[config.mk]
export PLATFORM = sky130hd
export DESIGN_NAME = cmpc_top
export DESIGN_NICKNAME = d
export VERILOG_FILES = /design/src/hw/cmpc_pkg.sv /design/src/hw/cmpc_filt_if.sv /design/src/hw/cmpc_filter.sv /design/src/hw/cmpc_top.sv
export VERILOG_INCLUDE_DIRS = /design/src /design/src/hw
export SDC_FILE = /design/constraint.sdc
export NUM_CORES = 1
export LEC_CHECK = 0
export ABC_AREA = 1
export BUFFER_PORTS_ARGS = -buffer_cell sky130_fd_sc_hd__buf_4
export CORE_UTILIZATION = 47
export CTS_CLUSTER_DIAMETER = 200
export DETAILED_ROUTE_END_ITERATION = 10
export HOLD_SLACK_MARGIN = 0.1
export PLACE_DENSITY_LB_ADDON = 0.12
export SYNTH_ARGS = -nofsm -noshare
export SYNTH_HDL_FRONTEND = slang
export SYNTH_SLANG_ARGS = --single-unit
export TNS_END_PERCENT = 30
[constraint.sdc]
create_clock -name ref_clk_in -period 1.4 [get_ports ref_clk_in]
set_input_delay 0.28 -clock ref_clk_in [delete_from_list [all_inputs] [get_ports ref_clk_in]]
set_output_delay 0.28 -clock ref_clk_in [all_outputs]
set_load 0.005 [all_outputs]
[src/hw/cmpc_regs.svh]
`ifndef CMPC_REGS_SVH
`define CMPC_REGS_SVH

// ----------------------------------------
// Register offsets
// ----------------------------------------
`define CMPC_ADDR_CR0      8'h00
`define CMPC_ADDR_CR1      8'h01
`define CMPC_ADDR_STAT     8'h03

// ----------------------------------------
// Reset values
// ----------------------------------------
`define CMPC_RST_BYTE      8'h00
`define CMPC_RST_CNT       3'h0
`define CMPC_RST_HYST      2'h0

// ----------------------------------------
// First control register fields
// ----------------------------------------
`define CMPC_CR0_CNT_HI    6
`define CMPC_CR0_CNT_LO    4
`define CMPC_CR0_HYST_HI   1
`define CMPC_CR0_HYST_LO   0
`define CMPC_CR0_RSVD      8'h8C

// ----------------------------------------
// Second control register bits
// ----------------------------------------
`define CMPC_CR1_SAMPLE    7
`define CMPC_CR1_WINDOW    6
`define CMPC_CR1_TRIG      5
`define CMPC_CR1_SPEED     4
`define CMPC_CR1_INVERT    3
`define CMPC_CR1_OSEL      2
`define CMPC_CR1_PIN       1
`define CMPC_CR1_ENABLE    0

// ----------------------------------------
// Status register bits
// ----------------------------------------
`define CMPC_STAT_FILT     0
`define CMPC_STAT_WIND     1
`define CMPC_STAT_STBY     2

// ----------------------------------------
// Filter constants
// ----------------------------------------
`define CMPC_CNT_OFF       3'h0
`define CMPC_CNT_ONE       3'h1
`define CMPC_RUN_STEP      4'h1

`endif

[src/hw/cmpc_pkg.sv]
package cmpc_pkg;

  // ----------------------------------------
  // Register block state
  // ----------------------------------------
  typedef struct packed {
    logic [2:0] cnt;
    logic [1:0] hyst;
    logic [7:0] cr1;
    logic [7:0] rdata;
    logic       samp_prev;
    logic [7:0] div_cnt;
    logic       windowed;
    logic       trig_armed;
  } cmpc_state_s;

  // ----------------------------------------
  // Filter state
  // ----------------------------------------
  typedef struct packed {
    logic [2:0] run;
    logic       out;
  } cmpc_filt_s;

endpackage : cmpc_pkg

[src/hw/cmpc_filt_if.sv]
`timescale 1ns/1ps

interface cmpc_filt_if;
  logic       sample_en;
  logic       din;
  logic [2:0] count;
  logic       dout;

  modport ctrl (output sample_en, output din, output count, input dout);
  modport filt (input sample_en, input din, input count, output dout);
endinterface : cmpc_filt_if

[src/hw/cmpc_filter.sv]
`timescale 1ns/1ps
`include "cmpc_regs.svh"

module cmpc_filter (
  input  wire logic  ref_clk_in,
  input  wire logic  rst_in,
  cmpc_filt_if.filt  f
);

  cmpc_pkg::cmpc_filt_s st;
  cmpc_pkg::cmpc_filt_s next_st;
  logic [3:0]           run_inc;

  // ----------------------------------------
  // Run counter of disagreeing samples
  // ----------------------------------------
  always_comb begin
    next_st = st;
    run_inc = {1'b0, st.run} + `CMPC_RUN_STEP;
    if (f.sample_en) begin
      if (f.din == st.out) begin
        next_st.run = `CMPC_CNT_OFF;
      end else if (run_inc >= {1'b0, f.count}) begin
        next_st.out = f.din;
        next_st.run = `CMPC_CNT_OFF;
      end else begin
        next_st.run = run_inc[2:0];
      end
    end
  end

  always_ff @(posedge ref_clk_in) begin
    if (rst_in) begin
      st <= '0;
    end else begin
      st <= next_st;
    end
  end

  assign f.dout = st.out;

  // ----------------------------------------
  // Checks
  // ----------------------------------------
  AST_FILT_AGREE: assert property (
    @(posedge ref_clk_in) disable iff (rst_in)
    (f.sample_en && f.din == st.out) |=> (st.run == `CMPC_CNT_OFF && $stable(st.out)))
    else $error("Agreeing sample did not clear the run count");

  AST_FILT_ONE: assert property (
    @(posedge ref_clk_in) disable iff (rst_in)
    (f.sample_en && f.count == `CMPC_CNT_ONE) |=> (st.out == $past(f.din)))
    else $error("Count of one did not take the sample");

  AST_FILT_HOLD: assert property (
    @(posedge ref_clk_in) disable iff (rst_in)
    !f.sample_en |=> $stable(st.out))
    else $error("Filter output moved without a sample");

endmodule : cmpc_filter

[src/hw/cmpc_top.sv]
// What this block does
// - Bits 7, 3 and 2 of the first control register read as zero and ignore writes.
// - Bits 6 to 4 of the first register set how many agreeing samples change the filter.
// - A zero count with sampling mode forces the filtered output low.
// - A zero count without sampling mode bypasses the filter with the windowed output.
// - Counts 1 to 7 need exactly that many consecutive agreeing samples.
// - Bits 1 to 0 of the first register select one of four hysteresis levels.
// - Bit 7 of the second register selects sampling mode.
// - Bit 6 of the second register selects windowing mode.
// - Bit 5 of the second register places comparator and reference into trigger mode.
// - All eight bits of the second register are read-write and reset to zero.
// - In trigger mode comparator and reference stand by until a timer trigger arrives.
// - Sampling mode clocks the filter from the sample input, else from the divided clock.
// - Windowing mode samples the comparator each clock while the window input is high.
//
// The strobed register port is this design's own decision.
`timescale 1ns/1ps
`include "cmpc_regs.svh"

module cmpc_top #(
  parameter logic [7:0] SAMPLE_DIV = 8'h01
) (
  input  wire logic       ref_clk_in,
  input  wire logic       rst_in,
  input  wire logic [7:0] addr_in,
  input  wire logic [7:0] wr_data_in,
  input  wire logic       wr_in,
  input  wire logic       rd_in,
  output logic      [7:0] rd_data_out,
  input  wire logic       cmp_raw_in,
  input  wire logic       window_in,
  input  wire logic       sample_in,
  input  wire logic       trigger_in,
  output logic      [1:0] hysteresis_level_select_out,
  output logic            speed_power_select_out,
  output logic            cmp_enable_out,
  output logic            triggered_compare_enable_out,
  output logic            compare_standby_out,
  output logic            windowed_compare_out,
  output logic            filtered_compare_out,
  output logic            selected_compare_out,
  output logic            output_pin_enable_out
);

  cmpc_pkg::cmpc_state_s st;
  cmpc_pkg::cmpc_state_s next_st;

  cmpc_filt_if filt_bus ();

  logic sampling_mode_enable;
  logic window_mode_enable;
  logic trig_mode;
  logic output_polarity_invert;
  logic div_tick;
  logic samp_edge;
  logic sample_en;
  logic raw_pol;
  logic filt_out;

  // ----------------------------------------
  // Field decode
  // ----------------------------------------
  assign sampling_mode_enable   = st.cr1[`CMPC_CR1_SAMPLE];
  assign window_mode_enable     = st.cr1[`CMPC_CR1_WINDOW];
  assign trig_mode              = st.cr1[`CMPC_CR1_TRIG];
  assign output_polarity_invert = st.cr1[`CMPC_CR1_INVERT];

  // ----------------------------------------
  // Sampling clock enables
  // ----------------------------------------
  assign div_tick  = (st.div_cnt == SAMPLE_DIV - 8'h01);
  assign samp_edge = sample_in && !st.samp_prev;
  assign raw_pol   = cmp_raw_in ^ output_polarity_invert;

  // Trigger mode only lets a sample through once armed by the timer
  assign sample_en = (sampling_mode_enable ? samp_edge : div_tick)
                     && (!trig_mode || st.trig_armed);

  // ----------------------------------------
  // Filter
  // ----------------------------------------
  assign filt_bus.sample_en = sample_en;
  assign filt_bus.din       = st.windowed;
  assign filt_bus.count     = st.cnt;
  assign filt_out           = filt_bus.dout;

  cmpc_filter u_filter (
    .ref_clk_in (ref_clk_in),
    .rst_in     (rst_in),
    .f          (filt_bus.filt)
  );

  // ----------------------------------------
  // Next state
  // ----------------------------------------
  always_comb begin
    next_st       = st;
    next_st.rdata = `CMPC_RST_BYTE;

    // Divider runs free so the filter rate does not depend on bus traffic
    if (div_tick) begin
      next_st.div_cnt = `CMPC_RST_BYTE;
    end else begin
      next_st.div_cnt = st.div_cnt + 8'h01;
    end
    next_st.samp_prev = sample_in;

    // Window gate holds its last value while the window is closed
    if (!window_mode_enable || window_in) begin
      next_st.windowed = raw_pol;
    end

    // Trigger set wins over the clear of a finished compare
    if (!trig_mode) begin
      next_st.trig_armed = 1'b0;
    end else if (trigger_in) begin
      next_st.trig_armed = 1'b1;
    end else if (sample_en) begin
      next_st.trig_armed = 1'b0;
    end

    if (wr_in) begin
      case (addr_in)
        `CMPC_ADDR_CR0: begin
          next_st.cnt  = wr_data_in[`CMPC_CR0_CNT_HI:`CMPC_CR0_CNT_LO];
          next_st.hyst = wr_data_in[`CMPC_CR0_HYST_HI:`CMPC_CR0_HYST_LO];
        end
        `CMPC_ADDR_CR1: begin
          next_st.cr1 = wr_data_in;
        end
        default: begin
          next_st.cr1 = st.cr1;
        end
      endcase
    end

    if (rd_in) begin
      case (addr_in)
        `CMPC_ADDR_CR0: begin
          next_st.rdata[`CMPC_CR0_CNT_HI:`CMPC_CR0_CNT_LO]   = st.cnt;
          next_st.rdata[`CMPC_CR0_HYST_HI:`CMPC_CR0_HYST_LO] = st.hyst;
        end
        `CMPC_ADDR_CR1: begin
          next_st.rdata = st.cr1;
        end
        `CMPC_ADDR_STAT: begin
          next_st.rdata[`CMPC_STAT_FILT] = filtered_compare_out;
          next_st.rdata[`CMPC_STAT_WIND] = st.windowed;
          next_st.rdata[`CMPC_STAT_STBY] = compare_standby_out;
        end
        default: begin
          next_st.rdata = `CMPC_RST_BYTE;
        end
      endcase
    end
  end

  always_ff @(posedge ref_clk_in) begin
    if (rst_in) begin
      st <= '0;
    end else begin
      st <= next_st;
    end
  end

  // ----------------------------------------
  // Outputs
  // ----------------------------------------
  always_comb begin
    if (st.cnt == `CMPC_CNT_OFF) begin
      if (sampling_mode_enable) begin
        filtered_compare_out = 1'b0;
      end else begin
        filtered_compare_out = st.windowed;
      end
    end else begin
      filtered_compare_out = filt_out;
    end
  end

  assign selected_compare_out         = st.cr1[`CMPC_CR1_OSEL] ? st.windowed
                                                                : filtered_compare_out;
  assign rd_data_out                  = st.rdata;
  assign hysteresis_level_select_out  = st.hyst;
  assign speed_power_select_out       = st.cr1[`CMPC_CR1_SPEED];
  assign cmp_enable_out               = st.cr1[`CMPC_CR1_ENABLE];
  assign triggered_compare_enable_out = trig_mode;
  assign compare_standby_out          = trig_mode && !st.trig_armed;
  assign windowed_compare_out         = st.windowed;
  assign output_pin_enable_out        = st.cr1[`CMPC_CR1_PIN];

  // ----------------------------------------
  // Checks
  // ----------------------------------------
  AST_RSVD_ZERO: assert property (
    @(posedge ref_clk_in) disable iff (rst_in)
    (rd_in && addr_in == `CMPC_ADDR_CR0) |=>
      ((rd_data_out & `CMPC_CR0_RSVD) == `CMPC_RST_BYTE))
    else $error("Reserved bits of first control register read non-zero");

  AST_CNT_WRITE: assert property (
    @(posedge ref_clk_in) disable iff (rst_in)
    (wr_in && addr_in == `CMPC_ADDR_CR0) |=>
      (st.cnt == $past(wr_data_in[`CMPC_CR0_CNT_HI:`CMPC_CR0_CNT_LO])))
    else $error("Sample count field not written");

  AST_FORCE_LOW: assert property (
    @(posedge ref_clk_in) disable iff (rst_in)
    (st.cnt == `CMPC_CNT_OFF && sampling_mode_enable) |-> !filtered_compare_out)
    else $error("Zero count in sampling mode did not force output low");

  AST_BYPASS: assert property (
    @(posedge ref_clk_in) disable iff (rst_in)
    (st.cnt == `CMPC_CNT_OFF && !sampling_mode_enable) |->
      (filtered_compare_out == windowed_compare_out))
    else $error("Zero count without sampling did not bypass");

  AST_HYST_WRITE: assert property (
    @(posedge ref_clk_in) disable iff (rst_in)
    (wr_in && addr_in == `CMPC_ADDR_CR0) |=>
      (hysteresis_level_select_out == $past(wr_data_in[`CMPC_CR0_HYST_HI:`CMPC_CR0_HYST_LO])))
    else $error("Hysteresis field not written");

  AST_CR1_RW: assert property (
    @(posedge ref_clk_in) disable iff (rst_in)
    (wr_in && addr_in == `CMPC_ADDR_CR1) ##1 (rd_in && addr_in == `CMPC_ADDR_CR1) |=>
      (rd_data_out == $past(wr_data_in, 2)))
    else $error("Second control register did not read back");

  AST_WIN_HOLD: assert property (
    @(posedge ref_clk_in) disable iff (rst_in)
    (window_mode_enable && !window_in) |=> $stable(windowed_compare_out))
    else $error("Windowed output moved while window closed");

  AST_WIN_TAKE: assert property (
    @(posedge ref_clk_in) disable iff (rst_in)
    (window_mode_enable && window_in) |=> (windowed_compare_out == $past(raw_pol)))
    else $error("Windowed output missed a sample");

  AST_STANDBY: assert property (
    @(posedge ref_clk_in) disable iff (rst_in)
    (trig_mode && !trigger_in && compare_standby_out) |=> (!trig_mode || !sample_en))
    else $error("Sample taken in standby");

  AST_SAMPLE_SRC: assert property (
    @(posedge ref_clk_in) disable iff (rst_in)
    (sampling_mode_enable && !(sample_in && !st.samp_prev)) |-> !sample_en)
    else $error("Sampling mode used a clock other than the sample input");

  // ----------------------------------------
  // Register checks
  // ----------------------------------------

  AST_CR0_READ: assert property (
    @(posedge ref_clk_in) disable iff (rst_in)
    (rd_in && addr_in == `CMPC_ADDR_CR0) |=>
      (rd_data_out == {1'h0, $past(st.cnt), 2'h0, $past(st.hyst)}))
    else $error("First control register read wrong fields");

  AST_CR0_KEEP: assert property (
    @(posedge ref_clk_in) disable iff (rst_in)
    !(wr_in && addr_in == `CMPC_ADDR_CR0) |=>
      ($stable(st.cnt) && $stable(st.hyst)))
    else $error("First control register changed without a write");

  AST_CR1_WRITE: assert property (
    @(posedge ref_clk_in) disable iff (rst_in)
    (wr_in && addr_in == `CMPC_ADDR_CR1) |=>
      (st.cr1 == $past(wr_data_in)))
    else $error("Second control register write lost");

  AST_CR1_READ: assert property (
    @(posedge ref_clk_in) disable iff (rst_in)
    (rd_in && addr_in == `CMPC_ADDR_CR1) |=>
      (rd_data_out == $past(st.cr1)))
    else $error("Second control register read wrong value");

  AST_CR1_KEEP: assert property (
    @(posedge ref_clk_in) disable iff (rst_in)
    !(wr_in && addr_in == `CMPC_ADDR_CR1) |=>
      $stable(st.cr1))
    else $error("Second control register changed without a write");

  AST_RST_REGS: assert property (
    @(posedge ref_clk_in)
    rst_in |=> (st.cr1 == `CMPC_RST_BYTE && st.cnt == `CMPC_RST_CNT &&
                st.hyst == `CMPC_RST_HYST))
    else $error("Control registers did not reset to zero");

  AST_RST_FILT: assert property (
    @(posedge ref_clk_in)
    rst_in |=>
      (!filt_out && !windowed_compare_out && !filtered_compare_out))
    else $error("Filter state did not clear on reset");

  // ----------------------------------------
  // Mode checks
  // ----------------------------------------

  AST_TRIG_WRITE: assert property (
    @(posedge ref_clk_in) disable iff (rst_in)
    (wr_in && addr_in == `CMPC_ADDR_CR1) |=>
      (triggered_compare_enable_out == $past(wr_data_in[`CMPC_CR1_TRIG])))
    else $error("Trigger mode bit not applied");

  AST_SAMP_WRITE: assert property (
    @(posedge ref_clk_in) disable iff (rst_in)
    (wr_in && addr_in == `CMPC_ADDR_CR1) |=>
      (sampling_mode_enable == $past(wr_data_in[`CMPC_CR1_SAMPLE])))
    else $error("Sampling mode bit not applied");

  AST_WIN_WRITE: assert property (
    @(posedge ref_clk_in) disable iff (rst_in)
    (wr_in && addr_in == `CMPC_ADDR_CR1) |=>
      (window_mode_enable == $past(wr_data_in[`CMPC_CR1_WINDOW])))
    else $error("Windowing mode bit not applied");

  AST_WIN_OFF: assert property (
    @(posedge ref_clk_in) disable iff (rst_in)
    !window_mode_enable |=>
      (windowed_compare_out == $past(raw_pol)))
    else $error("Window gate not bypassed outside windowing mode");

  AST_ARM: assert property (
    @(posedge ref_clk_in) disable iff (rst_in)
    (trig_mode && trigger_in) |=>
      !compare_standby_out)
    else $error("Timer trigger did not leave standby");

  AST_STBY_STAY: assert property (
    @(posedge ref_clk_in) disable iff (rst_in)
    (compare_standby_out && !trigger_in) |=>
      (compare_standby_out || !trig_mode))
    else $error("Standby left without a trigger");

  AST_DIV_SRC: assert property (
    @(posedge ref_clk_in) disable iff (rst_in)
    (!sampling_mode_enable && !trig_mode) |->
      (sample_en == div_tick))
    else $error("Divided clock not used as sampling clock");

  AST_SAMP_EDGE: assert property (
    @(posedge ref_clk_in) disable iff (rst_in)
    (sampling_mode_enable && !trig_mode && $rose(sample_in)) |->
      sample_en)
    else $error("Sample input edge did not sample");

endmodule : cmpc_top

==> key figures <==
Status
  • Status: complete, but fails checks
  • Failing checks: setup timing

Setup path
  • Crit path largest cell delay: 340 ps
  • Top Family by Delay on Critical Path: flip-flops
  • Critical path arrival: 1300 ps
  • Worst path required time: 1120 ps
  • CP bufs+invs: 1
  • CP Capture Type: output port
  • Worst-path cell chain: nor3_4 > nor2_1 > a21oi_2 > nand2_1 > o21ai_1 > buf_4
  • Setup crit start kind: register
  • Worst path slowest cell: dfxtp_2
  • Max FO, Critical Path: 2
  • Crit Path Category: reg2out

Clock network
  • CTS buffer count: 5
  • Clock-pin slew on the worst setup and hold paths: 70 ps
  • Clock Latency Late Sink: 280 ps
  • CTS Sinks: 36
  • Max clock buf depth: 2
  • Hold Buf Count CTS: 0
  • Max H-tree Level: 2
  • CTS tree: done
  • Clock Tree Root: clkbuf_8

Finish
  • Area growth from synthesis to layout: 34.1%
  • Antenna cells: 0
  • Most frequent cells in the layout: 61 x buf_4, 43 x nand2_1, 37 x inv_1
  • Layout cells sized above 1: 31.5%
  • Footprint of the multi-input gates: 867 um^2
  • Nets@finish: 327
  • Commonest non-fill, non-tap cell in the layout: buf_4
  • Layout fillers: 313
  • Post-route insts no fill: 344
  • Register area: 727 um^2

Logic synthesis
  • Synth top area cells: dfxtp_1 41%, nand2_1 9.4%, inv_1 8.1%, nor2_1 7.2%, nand3_1 4.5%
  • Unique masters post-synth: 25
  • Adder-cell share of the synthesized area: 4.26%
  • Synth Cell Area: 1760 um^2
  • XOR/XNOR Fraction of Synth Area: 2.48%
  • Largest family of logic cells by synthesized area: simple AND/OR/NAND/NOR gates
  • Yosys top cell by area: dfxtp_1
  • Gate Count Post-Synth: 241
  • Syn avg cell area: 7.32 um^2
  • Syn nets: 271
  • Post-synthesis sequential area ratio: 40.9%
  • Synth warnings: 0
  • Synth Area in Simple Gates: 28.0%
  • Post-synthesis mux area share: 0%
  • Synth Area in Compound Gates: 11.0%
  • Top cell type's share of synthesized area: 40.9%
  • #FFs+latches synth: 36

Timing
  • Setup_tns: -743 ps
  • Unrepaired setup endpoints after global routing: true
  • Max Clk Rate: 0.635 GHz
  • Worst setup margin: -175 ps
  • Slew margin rel.: 81.3%
  • Fin crit share: 113%
  • Max Slew Vio Count: 0
  • Min Tclk post-route: 1580 ps
  • Clk_skew: 3.98 ps
  • Pin slew with the least headroom to its limit: 279 ps
  • Final Setup Violations: 6
  • Hold Vio Cnt, Final: 0
  • Final hold slack: 167 ps

Worst hold path
  • Worst hold-check path type: in2reg

Place
  • DP HPWL: 2880 um
  • PortBufs: 41
  • GPL Wtd Cong: 0.878
  • DP Cell Count: 334

Floorplan
  • Die Ht: 63.2 um
  • Cell Rows: 21
  • Die area: 4000 um^2
  • Top-Level Pins: 42
  • Core ar.: 3470 um^2
  • Horiz. Die Dim: 63.2 um
  • Initial Util: 50.8%

GRT
  • First-pass GRT wire length: 6670 um
  • Gr usage total: 21.6%
  • Grt ovf: 0
  • M1 GR Usage: 26.6%
  • Initial antenna violation count: 0
  • Largest net degree at the start of global routing: 16
  • M2 GR Usage: 35.3%
  • GRT busiest layer: met2
  • Vias in the first global route: 1531
  • Met3 Usage GRT: 6.16%

Power and ir drop
  • Sw Share: 21.1%
  • Largest voltage drop on the vdd net: 0.000846 V
  • Clock power frac: 43.0%
  • Leakage: 1.13 nW
  • Reg power frac: 49.9%
  • Comb pwr share: 7.1%
  • PwrDens: 877 nW/um^2
  • Cell-internal power: 1.64 mW
  • Pwr Total: 2.07 mW
  • Sw Pwr: 0.437 mW

Drt
  • Drt wl/cell: 11.1 um
  • Post-route ant nets: 0
  • WL final: 3820 um
  • Vias per std cell: 4.76
  • Total number of vias: 1637
  • Initial DRC Count: 82
  • First drt pass iteration count: 4
  • DRC viols: 0

Flow run
  • Max-cap check violation count: 0
-- final cells by class --
cell class	instances	share of cell area, %
Tap cell	46	2.44
Multi-Input combinational cell	154	36.7
Sequential cell	36	30.8
Inverter	39	6.19
Clock buffer	6	3.07
Clock inverter	2	1.48
Timing Repair Buffer	61	19.4
-- registers in the layout, summed over array words and instances, names as in the netlist --
| signal | cells |
|---|---|
| st | 12 |
| rd_data_out | 8 |
| filt_bus.count | 3 |
| u_filter.st | 3 |
| hysteresis_level_select_out | 2 |
| cmp_enable_out | 1 |
| output_pin_enable_out | 1 |
| output_polarity_invert | 1 |
| sampling_mode_enable | 1 |
| speed_power_select_out | 1 |
| triggered_compare_enable_out | 1 |
| u_filter.f.dout | 1 |
| windowed_compare_out | 1 |
-- power groups by stage --
| stage | Sequential, mW | Combinational (mW) | Clock, mW |
|---|---|---|---|
| floorplan | 1.06 | 0.0514 | 0 |
| global placement | 1.06 | 0.143 | 0 |
| global route | 1.03 | 0.162 | 0.948 |
| finish | 1.03 | 0.148 | 0.892 |
| detailed placement | 1.06 | 0.145 | 0 |
| CTS | 1.03 | 0.147 | 0.905 |
-- final timing paths --
kind | start | end | cells after the start | slack, ps
setup reg to reg | u_filter.st[2] | u_filter.st[3] | 8 | -130
hold / removal | rst_in | u_filter.st[2] | 2 | 170
setup / recovery | filt_bus.count[2] | selected_compare_out | 6 | -180
hold reg to reg | st[2] | st[2] | 1 | 470
-- cell families after synthesis --
family | Yosys count
xor gates and xnor gates | 5
buffers and inverters | 51
AOI/OAI and AO/OA | 35
and+or+nand+nor | 108
adders and majority gates | 6
DFF | 36
-- per-layer routing --
metal,vias to the layer above,wire (um),part of all wire (%)
li1,857,-,-
met1,731,1780,47
met2,43,1740,45
met3,6,242,6.3
met4,0,61,1.6
met5,-,0,0
-- stage by stage --
step	instance area, um^2	util (%)	worst slack (ps)
finish	2360	68.1	-175
CTS	2350	67.7	-163
detailed placement	2210	63.6	-103
global route	2360	68.1	-273
global placement	2210	63.6	-64.1
floorplan	1800	-	-21.7
-- worst reg2reg max path, cell delays in order, from the launching register on --
cell      delay [ps]
dfxtp_2          340
ha_4             160
xor2_2           140
ha_1             290
nand3b_1         100
nand3_2          130
nor2_1           120
nand2_1           60
a21oi_1          120
-- synth_stat cells (all sizes together) --
library cell / number
o21ai: 20
buf: 11
nor2: 35
clkbuf: 1
nand3: 16
nand3b: 1
nand2: 47
inv: 38
nor3: 6
nor3b: 1
xnor2: 1
a21oi: 15
xor2: 4
dfxtp: 36
ha: 6
nand4: 2
clkinv: 1
-- timing repair --
| action | in CTS | in global routing |
|---|---|---|
| setup buffers | 2 | 0 |
| gates cloned | 0 | 0 |
| gates resized for setup | 6 | 5 |
| pin swaps | 2 | 4 |
| endpoints found under the setup margin | 6 | 9 |
Power figures use the tool's default switching activity.
